--- src/hdl/frame_sync_defs.svh ---
`ifndef FRAME_SYNC_DEFS_SVH
`define FRAME_SYNC_DEFS_SVH

// Register byte offsets
`define OFS_CTRL            12'h000
`define OFS_STATUS          12'h004
`define OFS_FRAME_LEN       12'h008
`define OFS_RX_DATA         12'h00C

// Control register field positions
`define CTRL_INPUT_MODE_LSB  0
`define CTRL_SYNC_MODE_LSB   2
`define CTRL_CLK_RATIO_BIT   4
`define CTRL_CRC_BIT         5
`define CTRL_FREE_FMT_BIT    6
`define CTRL_RESET_VALUE     32'h0000_0000

// Field encodings
`define INMODE_BUFFERED_BIT  1
`define SYNC_GENERAL         2'h0
`define SYNC_LAYER2          2'h1
`define SYNC_BYTE_ALIGNED    2'h2
`define SYNC_PULSE           2'h3

// Sync patterns, 15 bits, with don't-care masks
`define PAT_A_VALUE          15'h7FFA
`define PAT_A_MASK           15'h7FFB
`define PAT_B_VALUE          15'h0FFD
`define PAT_B_MASK           15'h1FFD
`define PAT_WIDTH            15

// Bit clock dividers: half periods in core cycles
`define DIV_HALF_RATIO1      5'h10
`define DIV_HALF_RATIO0      5'h08

// Input buffer fill threshold in bytes
`define FILL_THRESHOLD       8'h10
`define BUFFER_DRAIN_CYCLES  16'h0100

// Time-out slightly above the longest frame
`define TIMEOUT_MS           73
`define CLK_MHZ              100
`define TIMEOUT_CYCLES       (`TIMEOUT_MS * 1000 * `CLK_MHZ)
`define DEFAULT_FRAME_BITS   16'h0C00

`endif

--- src/hdl/frame_sync_pkg.sv ---
package frame_sync_pkg;

	// Sampled inputs from the link, one bundle
	typedef struct packed {
		logic data;
		logic valid;
		logic err;
		logic sync;
	} link_bits_t;

	// Software control fields
	typedef struct packed {
		logic       free_fmt;
		logic       crc_on;
		logic       clk_ratio;
		logic [1:0] sync_mode;
		logic [1:0] input_mode;
	} ctrl_t;

	// Frame sync search phases
	typedef enum logic [1:0] {
		SEARCH,
		VERIFY,
		LOCKED
	} sync_state_t;

endpackage

--- src/hdl/bit_clock_gen.sv ---
`timescale 1ns/1ns
`include "frame_sync_defs.svh"

// Divides the core clock to drive the coded-data bit clock
module bit_clock_gen
	import frame_sync_pkg::*;
(
	input  wire logic i_core_clk,
	input  wire logic i_rst,
	input  wire logic i_enable,
	input  wire logic i_ratio,
	output logic      o_clk,
	output logic      o_rise,
	output logic      o_fall
);

	typedef struct packed {
		logic [4:0] cnt;
		logic       level;
	} div_st_t;

	div_st_t    st_reg;  // Registered state
	div_st_t    st_next; // Next state
	logic [4:0] half;    // Half period length
	logic       wrap;    // Half period end

	// Divide by 32 or 16 of the core clock
	always_comb begin
		half     = i_ratio ? `DIV_HALF_RATIO1 : `DIV_HALF_RATIO0;
		wrap     = (st_reg.cnt == half - 5'h01);
		st_next  = st_reg;
		if (!i_enable) begin
			st_next = '0;
		end else if (wrap) begin
			st_next.cnt   = 5'h00;
			st_next.level = ~st_reg.level;
		end else begin
			st_next.cnt = st_reg.cnt + 5'h01;
		end
	end

	// State register
	always_ff @(posedge i_core_clk) begin
		if (i_rst) begin
			st_reg <= '0;
		end else begin
			st_reg <= st_next;
		end
	end

	assign o_clk  = st_reg.level;
	assign o_rise = i_enable && wrap && !st_reg.level;
	assign o_fall = i_enable && wrap && st_reg.level;

endmodule

--- src/hdl/coded_audio_input_frame_sync.sv ---
`timescale 1ns/1ns
`include "frame_sync_defs.svh"
module coded_audio_input_frame_sync
	import frame_sync_pkg::*;
#(
	parameter int TIMEOUT_CYCLES = `TIMEOUT_CYCLES
) (
	input  wire logic        i_core_clk,
	input  wire logic        i_rst,
	// AXI4-Lite slave
	input  wire logic [11:0] i_awaddr,
	input  wire logic        i_awvalid,
	output logic             o_awready,
	input  wire logic [31:0] i_wdata,
	input  wire logic [3:0]  i_wstrb,
	input  wire logic        i_wvalid,
	output logic             o_wready,
	output logic [1:0]       o_bresp,
	output logic             o_bvalid,
	input  wire logic        i_bready,
	input  wire logic [11:0] i_araddr,
	input  wire logic        i_arvalid,
	output logic             o_arready,
	output logic [31:0]      o_rdata,
	output logic [1:0]       o_rresp,
	output logic             o_rvalid,
	input  wire logic        i_rready,
	// Coded data link
	input  wire logic        i_coded_bit_in,
	input  wire logic        i_coded_bit_valid,
	input  wire logic        i_coded_bit_error_attr,
	input  wire logic        i_coded_sync_marker,
	input  wire logic        i_coded_bit_clock,
	output logic             o_coded_bit_clock,
	output logic             o_coded_bit_clock_oe,
	output logic             o_coded_data_request,
	// Decoder side
	output logic             o_decode_enable,
	output logic             o_audio_mute,
	output logic             o_frame_start
);

	// Whole module state
	typedef struct packed {
		ctrl_t       ctrl;        // Control fields
		logic        clk_d;       // Previous bit clock level
		logic        sync_d;      // Previous sync level
		logic        sync_pend;   // Sync edge awaiting valid bit
		logic [14:0] shreg;       // Pattern shift register
		logic [2:0]  bit_cnt;     // Bit in byte
		logic [7:0]  byte_sh;     // Byte assembly
		logic        byte_err;    // Combined error for byte
		logic [7:0]  rx_byte;     // Last byte
		logic        rx_err;      // Error of last byte
		logic [7:0]  fill;        // Buffer occupancy in bytes
		logic [15:0] drain_cnt;   // Decoder consumption timer
		logic        req;         // Request output
		sync_state_t state;       // Sync phase
		logic        pat_sel;     // Which pattern in general mode
		logic [15:0] frame_bits;  // Software frame length
		logic [15:0] frame_cnt;   // Bits into current frame
		logic [1:0]  verify_left; // Frames still to verify
		logic [31:0] timeout;     // Search time-out
		logic        fstart;      // Frame start pulse
		logic        aw_got;      // Write address held
		logic        w_got;       // Write data held
		logic [11:0] awaddr;      // Held write address
		logic [31:0] wdata;       // Held write data
		logic        bvalid;      // Write response pending
		logic        bad_w;       // Unmapped write
		logic        rvalid;      // Read data pending
		logic [31:0] rdata;       // Read data
		logic        bad_r;       // Unmapped read
	} core_st_t;

	core_st_t   st_reg;   // Registered state
	core_st_t   st_next;  // Next state
	link_bits_t pins;     // Synchronised link inputs
	logic       ext_clk;  // Synchronised external bit clock
	logic       gen_clk;  // Generated bit clock
	logic       gen_rise; // Generated rising edge
	logic       gen_fall; // Generated falling edge
	logic       buffered; // Buffer-controlled mode active
	logic       rise;     // Sampling moment
	logic       fall;     // Request update moment
	logic       vbit;     // Valid bit sampled
	logic       sy_edge;  // Sync rising edge at sampling
	logic       hit;      // Pattern match
	logic       fend;     // Frame length reached
	logic [1:0] vlen;     // Verification length
	logic       mode_chg; // Input mode written differently
	logic       new_byte; // Byte finished this sample

	// Link input synchronisers
	pin_sync u_sync_data (
		.i_core_clk (i_core_clk),
		.i_rst      (i_rst),
		.i_pin      (i_coded_bit_in),
		.o_level    (pins.data)
	);
	pin_sync u_sync_valid (
		.i_core_clk (i_core_clk),
		.i_rst      (i_rst),
		.i_pin      (i_coded_bit_valid),
		.o_level    (pins.valid)
	);
	pin_sync u_sync_err (
		.i_core_clk (i_core_clk),
		.i_rst      (i_rst),
		.i_pin      (i_coded_bit_error_attr),
		.o_level    (pins.err)
	);
	pin_sync u_sync_sy (
		.i_core_clk (i_core_clk),
		.i_rst      (i_rst),
		.i_pin      (i_coded_sync_marker),
		.o_level    (pins.sync)
	);
	pin_sync u_sync_clk (
		.i_core_clk (i_core_clk),
		.i_rst      (i_rst),
		.i_pin      (i_coded_bit_clock),
		.o_level    (ext_clk)
	);

	assign buffered = st_reg.ctrl.input_mode[`INMODE_BUFFERED_BIT];

	// Bit clock driver used in buffered mode
	bit_clock_gen u_clkgen (
		.i_core_clk (i_core_clk),
		.i_rst      (i_rst),
		.i_enable   (buffered),
		.i_ratio    (st_reg.ctrl.clk_ratio),
		.o_clk      (gen_clk),
		.o_rise     (gen_rise),
		.o_fall     (gen_fall)
	);

	// Main next-state logic
	always_comb begin
		st_next        = st_reg;
		st_next.fstart = 1'b0;
		// Edges of the chosen bit clock
		rise     = buffered ? gen_rise : (ext_clk && !st_reg.clk_d);
		fall     = buffered ? gen_fall : (!ext_clk && st_reg.clk_d);
		st_next.clk_d = ext_clk;
		vbit     = rise && pins.valid;
		sy_edge  = rise && pins.sync && !st_reg.sync_d;
		new_byte = 1'b0;
		hit      = 1'b0;
		fend     = 1'b0;
		mode_chg = 1'b0;
		// Verification length by CRC and free format
		unique case ({st_reg.ctrl.crc_on, st_reg.ctrl.free_fmt})
			2'b00:   vlen = 2'h1;
			2'b01:   vlen = 2'h2;
			2'b10:   vlen = 2'h0;
			2'b11:   vlen = 2'h1;
		endcase
		if (rise) begin
			st_next.sync_d = pins.sync;
		end
		// Sync edge remembered until a valid bit arrives
		if (sy_edge) begin
			st_next.sync_pend = 1'b1;
		end
		if (vbit) begin
			st_next.shreg    = {st_reg.shreg[13:0], pins.data};
			st_next.byte_sh  = {st_reg.byte_sh[6:0], pins.data};
			st_next.byte_err = st_reg.byte_err | pins.err;
			st_next.bit_cnt  = st_reg.bit_cnt + 3'h1;
			st_next.frame_cnt = st_reg.frame_cnt + 16'h0001;
			// Byte alignment from sync edge
			if ((st_reg.sync_pend || sy_edge)
				&& st_reg.ctrl.sync_mode == `SYNC_BYTE_ALIGNED) begin
				st_next.byte_sh  = {7'h00, pins.data};
				st_next.byte_err = pins.err;
				st_next.bit_cnt  = 3'h1;
			end else if (st_reg.bit_cnt == 3'h7) begin
				new_byte = 1'b1;
			end
			st_next.sync_pend = 1'b0;
			// Frame start detection per mode
			unique case (st_reg.ctrl.sync_mode)
				`SYNC_PULSE: hit = st_reg.sync_pend || sy_edge;
				`SYNC_LAYER2: hit = (({st_reg.shreg[13:0], pins.data}
					& `PAT_A_MASK) == `PAT_A_VALUE);
				`SYNC_GENERAL: hit = st_reg.pat_sel ?
					(({st_reg.shreg[13:0], pins.data} & `PAT_B_MASK) == `PAT_B_VALUE) :
					(({st_reg.shreg[13:0], pins.data} & `PAT_A_MASK) == `PAT_A_VALUE);
				`SYNC_BYTE_ALIGNED: hit = (({st_reg.shreg[13:0], pins.data}
					& `PAT_A_MASK) == `PAT_A_VALUE) && (st_reg.bit_cnt == 3'h6);
			endcase
			fend = (st_reg.frame_cnt == st_reg.frame_bits - 16'h0001);
		end
		if (new_byte) begin
			st_next.rx_byte  = st_next.byte_sh;
			st_next.rx_err   = st_next.byte_err;
			st_next.byte_err = 1'b0;
		end
		// Sync search, verification and lock
		unique case (st_reg.state)
			SEARCH: begin
				if (hit) begin
					st_next.frame_cnt   = 16'h0000;
					st_next.fstart      = 1'b1;
					st_next.timeout     = '0;
					st_next.verify_left = vlen;
					st_next.state       = (vlen == 2'h0) ? LOCKED : VERIFY;
				end else if (st_reg.ctrl.sync_mode == `SYNC_GENERAL) begin
					// Alternate pattern on time-out
					if (st_reg.timeout == TIMEOUT_CYCLES[31:0] - 32'h1) begin
						st_next.timeout = '0;
						st_next.pat_sel = ~st_reg.pat_sel;
					end else begin
						st_next.timeout = st_reg.timeout + 32'h1;
					end
				end
			end
			VERIFY, LOCKED: begin
				if (fend) begin
					st_next.frame_cnt = 16'h0000;
					st_next.fstart    = hit;
					if (!hit) begin
						st_next.state = SEARCH;
					end else if (st_reg.state == VERIFY) begin
						st_next.verify_left = st_reg.verify_left - 2'h1;
						if (st_reg.verify_left == 2'h1) begin
							st_next.state = LOCKED;
						end
					end
				end
			end
			default: st_next.state = SEARCH;
		endcase
		// Buffer occupancy: bytes in, decoder drains at fixed pace
		st_next.drain_cnt = st_reg.drain_cnt + 16'h0001;
		if (st_reg.drain_cnt == `BUFFER_DRAIN_CYCLES - 16'h0001) begin
			st_next.drain_cnt = 16'h0000;
		end
		if (new_byte && st_reg.fill != 8'hFF) begin
			st_next.fill = st_reg.fill + 8'h01;
		end
		if (st_reg.drain_cnt == `BUFFER_DRAIN_CYCLES - 16'h0001
			&& st_reg.state == LOCKED && st_next.fill != 8'h00) begin
			st_next.fill = st_next.fill - 8'h01;
		end
		// Request updated on falling bit clock edge
		if (fall) begin
			st_next.req = buffered && (st_reg.fill < `FILL_THRESHOLD);
		end
		if (!buffered) begin
			st_next.req = 1'b0;
		end
		// AXI4-Lite write channel
		if (i_awvalid && !st_reg.aw_got && !st_reg.bvalid) begin
			st_next.aw_got = 1'b1;
			st_next.awaddr = i_awaddr;
		end
		if (i_wvalid && !st_reg.w_got && !st_reg.bvalid) begin
			st_next.w_got = 1'b1;
			st_next.wdata = i_wdata;
		end
		if (st_reg.aw_got && st_reg.w_got) begin
			st_next.aw_got = 1'b0;
			st_next.w_got  = 1'b0;
			st_next.bvalid = 1'b1;
			st_next.bad_w  = 1'b0;
			unique case (st_reg.awaddr)
				`OFS_CTRL: begin
					// Mode fields written by software
					st_next.ctrl = st_reg.wdata[6:0];
					mode_chg = (st_reg.wdata[1:0] != st_reg.ctrl.input_mode);
				end
				`OFS_FRAME_LEN: st_next.frame_bits = st_reg.wdata[15:0];
				`OFS_STATUS, `OFS_RX_DATA: st_next.bad_w = 1'b0;
				default: st_next.bad_w = 1'b1;
			endcase
		end
		if (st_reg.bvalid && i_bready) begin
			st_next.bvalid = 1'b0;
		end
		// AXI4-Lite read channel
		if (i_arvalid && !st_reg.rvalid) begin
			st_next.rvalid = 1'b1;
			st_next.bad_r  = 1'b0;
			unique case (i_araddr)
				`OFS_CTRL:      st_next.rdata = {25'h0, st_reg.ctrl};
				`OFS_STATUS:    st_next.rdata = {20'h0, st_reg.fill, st_reg.req,
					st_reg.pat_sel, st_reg.state};
				`OFS_FRAME_LEN: st_next.rdata = {16'h0, st_reg.frame_bits};
				`OFS_RX_DATA:   st_next.rdata = {23'h0, st_reg.rx_err, st_reg.rx_byte};
				default: begin
					st_next.rdata = 32'h0000_0000;
					st_next.bad_r = 1'b1;
				end
			endcase
		end
		if (st_reg.rvalid && i_rready) begin
			st_next.rvalid = 1'b0;
		end
		// Input mode change acts as soft reset of the datapath
		if (mode_chg) begin
			st_next.state     = SEARCH;
			st_next.fill      = 8'h00;
			st_next.req       = 1'b0;
			st_next.bit_cnt   = 3'h0;
			st_next.frame_cnt = 16'h0000;
			st_next.timeout   = '0;
		end
	end

	// State register
	always_ff @(posedge i_core_clk) begin
		if (i_rst) begin
			st_reg            <= '0;
			st_reg.ctrl       <= 7'(`CTRL_RESET_VALUE);
			st_reg.frame_bits <= `DEFAULT_FRAME_BITS;
			st_reg.state      <= SEARCH;
		end else begin
			st_reg <= st_next;
		end
	end

	// Outputs
	assign o_awready            = !st_reg.aw_got && !st_reg.bvalid;
	assign o_wready             = !st_reg.w_got && !st_reg.bvalid;
	assign o_bvalid             = st_reg.bvalid;
	assign o_bresp              = st_reg.bad_w ? 2'h2 : 2'h0;
	assign o_arready            = !st_reg.rvalid;
	assign o_rvalid             = st_reg.rvalid;
	assign o_rdata              = st_reg.rdata;
	assign o_rresp              = st_reg.bad_r ? 2'h2 : 2'h0;
	assign o_coded_bit_clock    = gen_clk;
	assign o_coded_bit_clock_oe = buffered;
	assign o_coded_data_request = st_reg.req;
	assign o_decode_enable      = (st_reg.state == LOCKED);
	assign o_audio_mute         = (st_reg.state != LOCKED);
	assign o_frame_start        = st_reg.fstart;

endmodule

--- src/hdl/pin_sync.sv ---
`timescale 1ns/1ns
`include "frame_sync_defs.svh"

// Three-stage synchroniser; a change counts once stages two and three agree
module pin_sync
	import frame_sync_pkg::*;
(
	input  wire logic i_core_clk,
	input  wire logic i_rst,
	input  wire logic i_pin,
	output logic      o_level
);

	typedef struct packed {
		logic s1;
		logic s2;
		logic s3;
		logic lvl;
	} sync_st_t;

	sync_st_t st_reg;  // Registered state
	sync_st_t st_next; // Next state

	// Shift chain and agreement filter
	always_comb begin
		st_next     = st_reg;
		st_next.s1  = i_pin;
		st_next.s2  = st_reg.s1;
		st_next.s3  = st_reg.s2;
		if (st_reg.s2 == st_reg.s3) begin
			st_next.lvl = st_reg.s3;
		end
	end

	// State register
	always_ff @(posedge i_core_clk) begin
		if (i_rst) begin
			st_reg <= '0;
		end else begin
			st_reg <= st_next;
		end
	end

	assign o_level = st_reg.lvl;

endmodule
--- config.mk ---
export PLATFORM = sky130hd
export DESIGN_NAME = coded_audio_input_frame_sync
export DESIGN_NICKNAME = d
export VERILOG_FILES = /design/src/hdl/frame_sync_pkg.sv /design/src/hdl/bit_clock_gen.sv /design/src/hdl/coded_audio_input_frame_sync.sv /design/src/hdl/pin_sync.sv
export VERILOG_INCLUDE_DIRS = /design/src /design/src/hdl
export SDC_FILE = /design/constraint.sdc
export NUM_CORES = 1
export LEC_CHECK = 0
export ABC_AREA = 1
export BUFFER_PORTS_ARGS = -buffer_cell sky130_fd_sc_hd__buf_2
export CORE_UTILIZATION = 52
export DETAILED_ROUTE_END_ITERATION = 6
export PLACE_DENSITY_LB_ADDON = 0.05
export SLEW_MARGIN = 40
export SYNTH_ARGS = -nofsm -noshare
export SYNTH_HDL_FRONTEND = slang
export SYNTH_HIERARCHICAL = 1
export SYNTH_SLANG_ARGS = --single-unit
--- constraint.sdc ---
create_clock -name i_core_clk -period 3.25 [get_ports i_core_clk]
set_input_delay 0.65 -clock i_core_clk [delete_from_list [all_inputs] [get_ports i_core_clk]]
set_output_delay 0.65 -clock i_core_clk [all_outputs]
set_load 0.01 [all_outputs]
Word-level counts from Yosys, hierarchy flattened

Cells that the tools add are included.

Bits of input ports: 72
Word-level logic and storage cells: 211
Flip-flop bits (word level): 232
Output and inout bits: 47

Reduce and logical (&&, ||, !) cells: 62
Eq/ne operators: 37
Magnitude comparators: 1
Multiplexer cells: 41
$add $sub $neg: 10
Bitwise logic cells: 5

Operator list:

| kind                    | count |
|---|---|
| $mux W32                | 3 |
| $pmux W16 S4            | 1 |
| $eq A12 B4 Y1 const B   | 4 |
| $mux W18                | 2 |
| $pmux W18 S2            | 1 |
| $add A16 B1 Y16 const B | 2 |
| $add A32 B1 Y32 const B | 1 |
| $eq A32 B23 Y1 const B  | 1 |
| $eq A12 B3 Y1 const B   | 2 |
| $logic_and A1 B1 Y1     | 24 |
| $logic_not A12 Y1       | 2 |
| $mux W2                 | 10 |
| $reduce_or A2 Y1        | 10 |
| $eq A16 B16 Y1          | 1 |
| $eq A16 B8 Y1 const B   | 1 |
| $mux W16                | 1 |
| $mux W8                 | 2 |
| $sub A16 B1 Y16 const B | 1 |
| $eq A14 B14 Y1 const B  | 1 |
| $mux W1                 | 14 |
| $eq A12 B11 Y1 const B  | 1 |
| $mux W12                | 1 |
| $eq A2 B2 Y1 const B    | 5 |
| $ne A2 B2 Y1 const B    | 5 |
| other kinds (32)        | 60 |

Logic depth before layout (Yosys ltp)

Word-level depth: 17
Mapped depth: 21
Mapped depth without buffers: 21

Hierarchy

Netlist, hierarchy kept.

Modules (own cells, without submodules):

| module                       | times used | cells each | sequential area each (µm²) | area an instance (µm²) |
|---|---|---|---|---|
| coded_audio_input_frame_sync | 1          | 1,459      | 3,803.6                    | 10,022.1 |
| pin_sync                     | 5          | 13         | 80.1                       | 121.4 |
| bit_clock_gen                | 1          | 37         | 120.1                      | 282.8 |

Least setup slack after synthesis

OpenSTA, ideal clock, no wires.

Path kind: register to register
Start point: register u_clkgen/st_reg[1] (netlist name)
End point: register st_reg[172] (netlist name)
Stages on the path, launching flop included: 20
Setup time: 137 ps
Required time: 3,113 ps
Slack: 785 ps
Arrival: 2,327 ps
Path buffers: 0
Period minus slack after synthesis: 2,465 ps
Path through: dfxtp_1 > ha_1 > nand2_1 > nor2_2 > nand2_2 > nor3_2 > inv_1 > nand2_2 > nand3_4 > nor2_8 > nand4_1 > nand2_1 > ha_1 > nand3_1 > nor2_1 > nand3_2 > nand2_4 > inv_2 > nand2_1 > a21oi_1

Word-level cells in the longest chain between the ends: 15
Elaborated cells between the ends (all ways): 17
Classes of those cells: 1 x add/sub; 1 x eq/ne; 5 x mux; 10 x reduce/logical

RTL lines:

| item                                                  | RTL line                            | RTL |
|---|---|---|
| start, declared                                       | bit_clock_gen.sv:22                 | `div_st_t st_reg;` |
| start signal, assigned                                | bit_clock_gen.sv:47                 | `st_reg <= st_next;` |
| $eq A5 B5 Y1 (*)                                      | bit_clock_gen.sv:30                 | `wrap = (st_reg.cnt == half - 5'h01);` |
| $logic_and A1 B1 Y1 (*) (2 in series)                 | bit_clock_gen.sv:52                 | `assign o_rise = i_enable && wrap && !st_reg.level;` |
| named net gen_rise                                    | coded_audio_input_frame_sync.sv:81  | `logic gen_rise;` |
| $mux W1 (*)                                           | coded_audio_input_frame_sync.sv:144 | `rise = buffered ? gen_rise : (ext_clk && !st_reg.clk_d);` |
| $logic_and A1 B1 Y1 (2 in series)                     | coded_audio_input_frame_sync.sv:148 | `sy_edge = rise && pins.sync && !st_reg.sync_d;` |
| $logic_or A1 B1 Y1                                    | coded_audio_input_frame_sync.sv:174 | `if ((st_reg.sync_pend \|\| sy_edge)` |
| $logic_and A1 B1 Y1 (no line)                         | -                                   |  |
| $mux W1                                               | coded_audio_input_frame_sync.sv:174 |  |
| $mux W1 (*)                                           | coded_audio_input_frame_sync.sv:167 | `if (vbit) begin` |
| $logic_and A1 B1 Y1 (*)                               | coded_audio_input_frame_sync.sv:241 | `if (new_byte && st_reg.fill != 8'hFF) begin` |
| $mux W8 (*)                                           | coded_audio_input_frame_sync.sv:241 |  |
| branches (longest 2 deep; another with $sub A8 B1 Y8) | -                                   |  |
| $mux W8 (*)                                           | coded_audio_input_frame_sync.sv:244 | `` if (st_reg.drain_cnt == `BUFFER_DRAIN_CYCLES - 16'h0001 `` |
| end signal, assigned                                  | coded_audio_input_frame_sync.sv:321 | `st_reg <= st_next;` |
| end, declared                                         | coded_audio_input_frame_sync.sv:76  | `core_st_t st_reg;` |

Mark *: on every way through the listed nets, which the timed path passes.
A chain may end at the register's enable or synchronous reset.

Worst setup path in the final report

Start point: register u_clkgen/st_reg[1] (netlist name)
End point: register st_reg[169] (netlist name)

Same word-level chain as after synthesis.

==> results.sh <==
export IMPL_grt_pass1_vias=8929
export IMPL_p_leak_uw=0.00494
export IMPL_slew_headroom=0.473
export IMPL_multi_input_area_um2=5530
export IMPL_synthFlopType="dfxtp_1"
export IMPL_worstPathArrival_ps=3250
export IMPL_synthTopCellsByCount="nand2_1, nor2_1, dfxtp_1"
export IMPL_synth_compound_area_frac=0.121
export IMPL_criticalPathCategory="flip-flop to flip-flop"
export IMPL_synth_area_leaders="dfxtp_1, nand2_1, nor2_1"
export IMPL_final_setup_tns_ps=0
export IMPL_regArea_um2=4320
export IMPL_wl_um=26000
export IMPL_min_from="i_bready"
export IMPL_worstReg2RegEnd="st_reg[169]"
export IMPL_worstHoldPathCells=2
export IMPL_final_hold_viol_count=0
export IMPL_overflow=0
export IMPL_yosysUniqueCellTypes=44
export IMPL_synth_adder_area_share=0.0206
export IMPL_rr_startpoint="u_clkgen/st_reg[1]"
export IMPL_synth_ff_latch_count=216
export IMPL_initial_core_util=0.534
export IMPL_syn2layout_area_growth_pct=11.2
export IMPL_maxCapViolations=0
export IMPL_hold_end="o_bvalid"
export IMPL_cp_max_fo=11
export IMPL_grt_usage=0.243
export IMPL_yosysMostFrequentCell="nand2_1"
export IMPL_vias_per_cell=5.17
export IMPL_dp_hpwl_um=18800
export IMPL_largest_register_ffs=169
export IMPL_syn_inst=1561
export IMPL_status="completed"
export IMPL_via_count=9821
export IMPL_synthSimpleGateAreaFrac=0.307
export IMPL_netlist_area_um2=10900
export IMPL_post_drt_wl_per_cell_um=13.7
export IMPL_worst_r2r_cell_count=21
export IMPL_grt_pass1_wl_um=43200
export IMPL_ys_seq_area_frac=0.396
export IMPL_tightest_slew_ps=791
export IMPL_finalCritPeriodShare=0.883
export IMPL_start_kind="flip-flop"
export IMPL_postSynthAreaPerCell_um2=6.99
export IMPL_synth_top_area_cell="dfxtp_1"
export IMPL_cts_max_level=1
export IMPL_cts_made_buffers=24
export IMPL_rsz0062_at_grt="no"
export IMPL_core_area_um2=20400
export IMPL_min_period_ps=2870
export IMPL_antenna_cells=0
export IMPL_grt_max_degree=72
export IMPL_drt_iter0_markers=543
export IMPL_design_area_um2=12100
export IMPL_setup_viol=0
export IMPL_route_met2_wl_um=11700
export IMPL_synthArstFlopShare=0
export IMPL_cts_clk_slew_worst_paths_ps=60
export IMPL_clock_path_buffers=3
export IMPL_yosys_warnings=6
export IMPL_hp_class="primary input to flip-flop"
export IMPL_cts_root_buf="clkbuf_16"
export IMPL_dr_wl_met3_um=1180
export IMPL_io_buffers=80
export IMPL_drive_above_1_share=0.114
export IMPL_topRoutingLayerUsed="met4"
export IMPL_die_y_um=147
export IMPL_critical_path_required_ps=3630
export IMPL_drc=0
export IMPL_cts_tree="yes"
export IMPL_cts_sinks=216
export IMPL_synth_mux_area_frac=0
export IMPL_num_fill_cells=1999
export IMPL_yosysTopAreaCellShare=0.396
export IMPL_fp_dieW_um=147
export IMPL_io_pins=119
export IMPL_synth_top_family_by_area="simple AND/OR/NAND/NOR gates"
export IMPL_nets=1704
export IMPL_end_kind="flip-flop"
export IMPL_synth_edf_count=0
export IMPL_globalplace_congestion=0.916
export IMPL_num_rows=52
export IMPL_wl_met1_um=12700
export IMPL_ant_nets=0
export IMPL_antenna_found_initial=0
export IMPL_placed_area_um2=11400
export IMPL_clk_latency_ps=520
export IMPL_ir_drop_uv=491
export IMPL_cellPowerDensity_nw_per_um2=474
export IMPL_reg2reg_slack_ps=380
export IMPL_firstDrtPassIters=7
export IMPL_drv_slew=0
export IMPL_fmax_mhz=349
export IMPL_synth_xor_area_frac=0.0506
export IMPL_fin_skew_ps=13.7
export IMPL_die_area_um2=21600
-- critical path, cell delays in order, from the launching register on --
cell	delay, ps
dfxtp_1	350
ha_1	180
nand2_1	100
nor2_2	150
nand2_2	80
nor3_2	90
inv_1	60
nand2_2	100
nand4_1	110
nand2_1	160
nand2_4	130
nand3_4	120
nand2_1	80
nand2_1	160
ha_1	190
nand3_1	80
nor2_1	120
nand3_2	120
nand2_4	140
inv_2	80
nand2_1	70
a21oi_1	60
-- worst max path at each step --
stage	startpoint	to	slack, ps	cells after the start
3_5_place_dp	u_clkgen/st_reg[1]	st_reg[169]	350	21
6_report	u_clkgen/st_reg[1]	st_reg[169]	380	21
2_1_floorplan	u_clkgen/st_reg[1]	st_reg[172]	790	19
3_3_place_gp	u_clkgen/st_reg[1]	st_reg[169]	390	21
5_1_grt	u_clkgen/st_reg[1]	st_reg[173]	10	21
4_1_cts	u_clkgen/st_reg[1]	st_reg[169]	310	21
-- layout make-up --
cell class,instances,share of cell area
Multi-Input combinational cell,1106,0.455
Inverter,168,0.0519
Clock buffer,35,0.0562
Tap cell,270,0.0278
Clock inverter,7,0.00835
Timing Repair Buffer,98,0.0441
Sequential cell,216,0.356
-- power by group --
part / internal (uW) / switching [uW] / leakage (uW)
sequential: 2720 / 44.1 / 0.00175
clock: 1610 / 1070 / 0.000376
combinational: 99.8 / 206 / 0.00282
-- cells by family after synthesis --
kind of cell             after synthesis
buffers and inverters                256
other                                  1
AO/OA/AOI/OAI                        246
XOR/XNOR                              63
AND/OR/NAND/NOR                      761
adder cells (fa/ha/maj)               18
flip-flops                           216
-- per-stage QoR --
step	util	std cells	setup slack (ps)	hold WS, ps	power (uW)
2_1_floorplan	-	1578	785	388	3030
3_3_place_gp	0.556	1858	395	389	3110
3_5_place_dp	0.556	1858	350	396	3120
4_1_cts	0.594	1900	310	290	5810
5_1_grt	0.594	1900	14.8	291	5980
6_report	0.594	1900	382	311	5750
-- placed cells by master (no fill, tap or decap), types with 3 or more instances in the layout --
master       n
a211oi_1    11
a21oi_1    119
buf_2       80
buf_4       18
clkbuf_1     7
clkbuf_16   24
clkbuf_8     4
conb_1      18
dfxtp_1    216
ha_1        18
inv_1      158
inv_2        9
nand2_1    299
nand2_2     12
nand3_1     61
nand3_2      3
nand3b_1     3
nand4_1     35
nor2_1     246
nor2_2      14
nor3_1      47
nor3_2       3
nor3b_1      3
nor4_1      23
nor4_2       3
o21a_1       4
o21ai_0     90
o21bai_1     7
o22ai_1      4
xnor2_1     26
xor2_1      37
-- routing by layer --
metal  track usage  vias up
met5             0        -
met4        0.0536        0
met3        0.0298       26
met2         0.406      226
met1         0.336     4451
li1              -     5118
-- what timing repair did --
| action | 4_1_cts | 5_1_grt |
|---|---|---|
| buffers inserted | 0 | 0 |
| hold buffers | 0 | 0 |
| endpoints found under the setup margin | 0 | 6 |
| resized for setup | 0 | 1 |
Power figures use the tool's default switching activity.
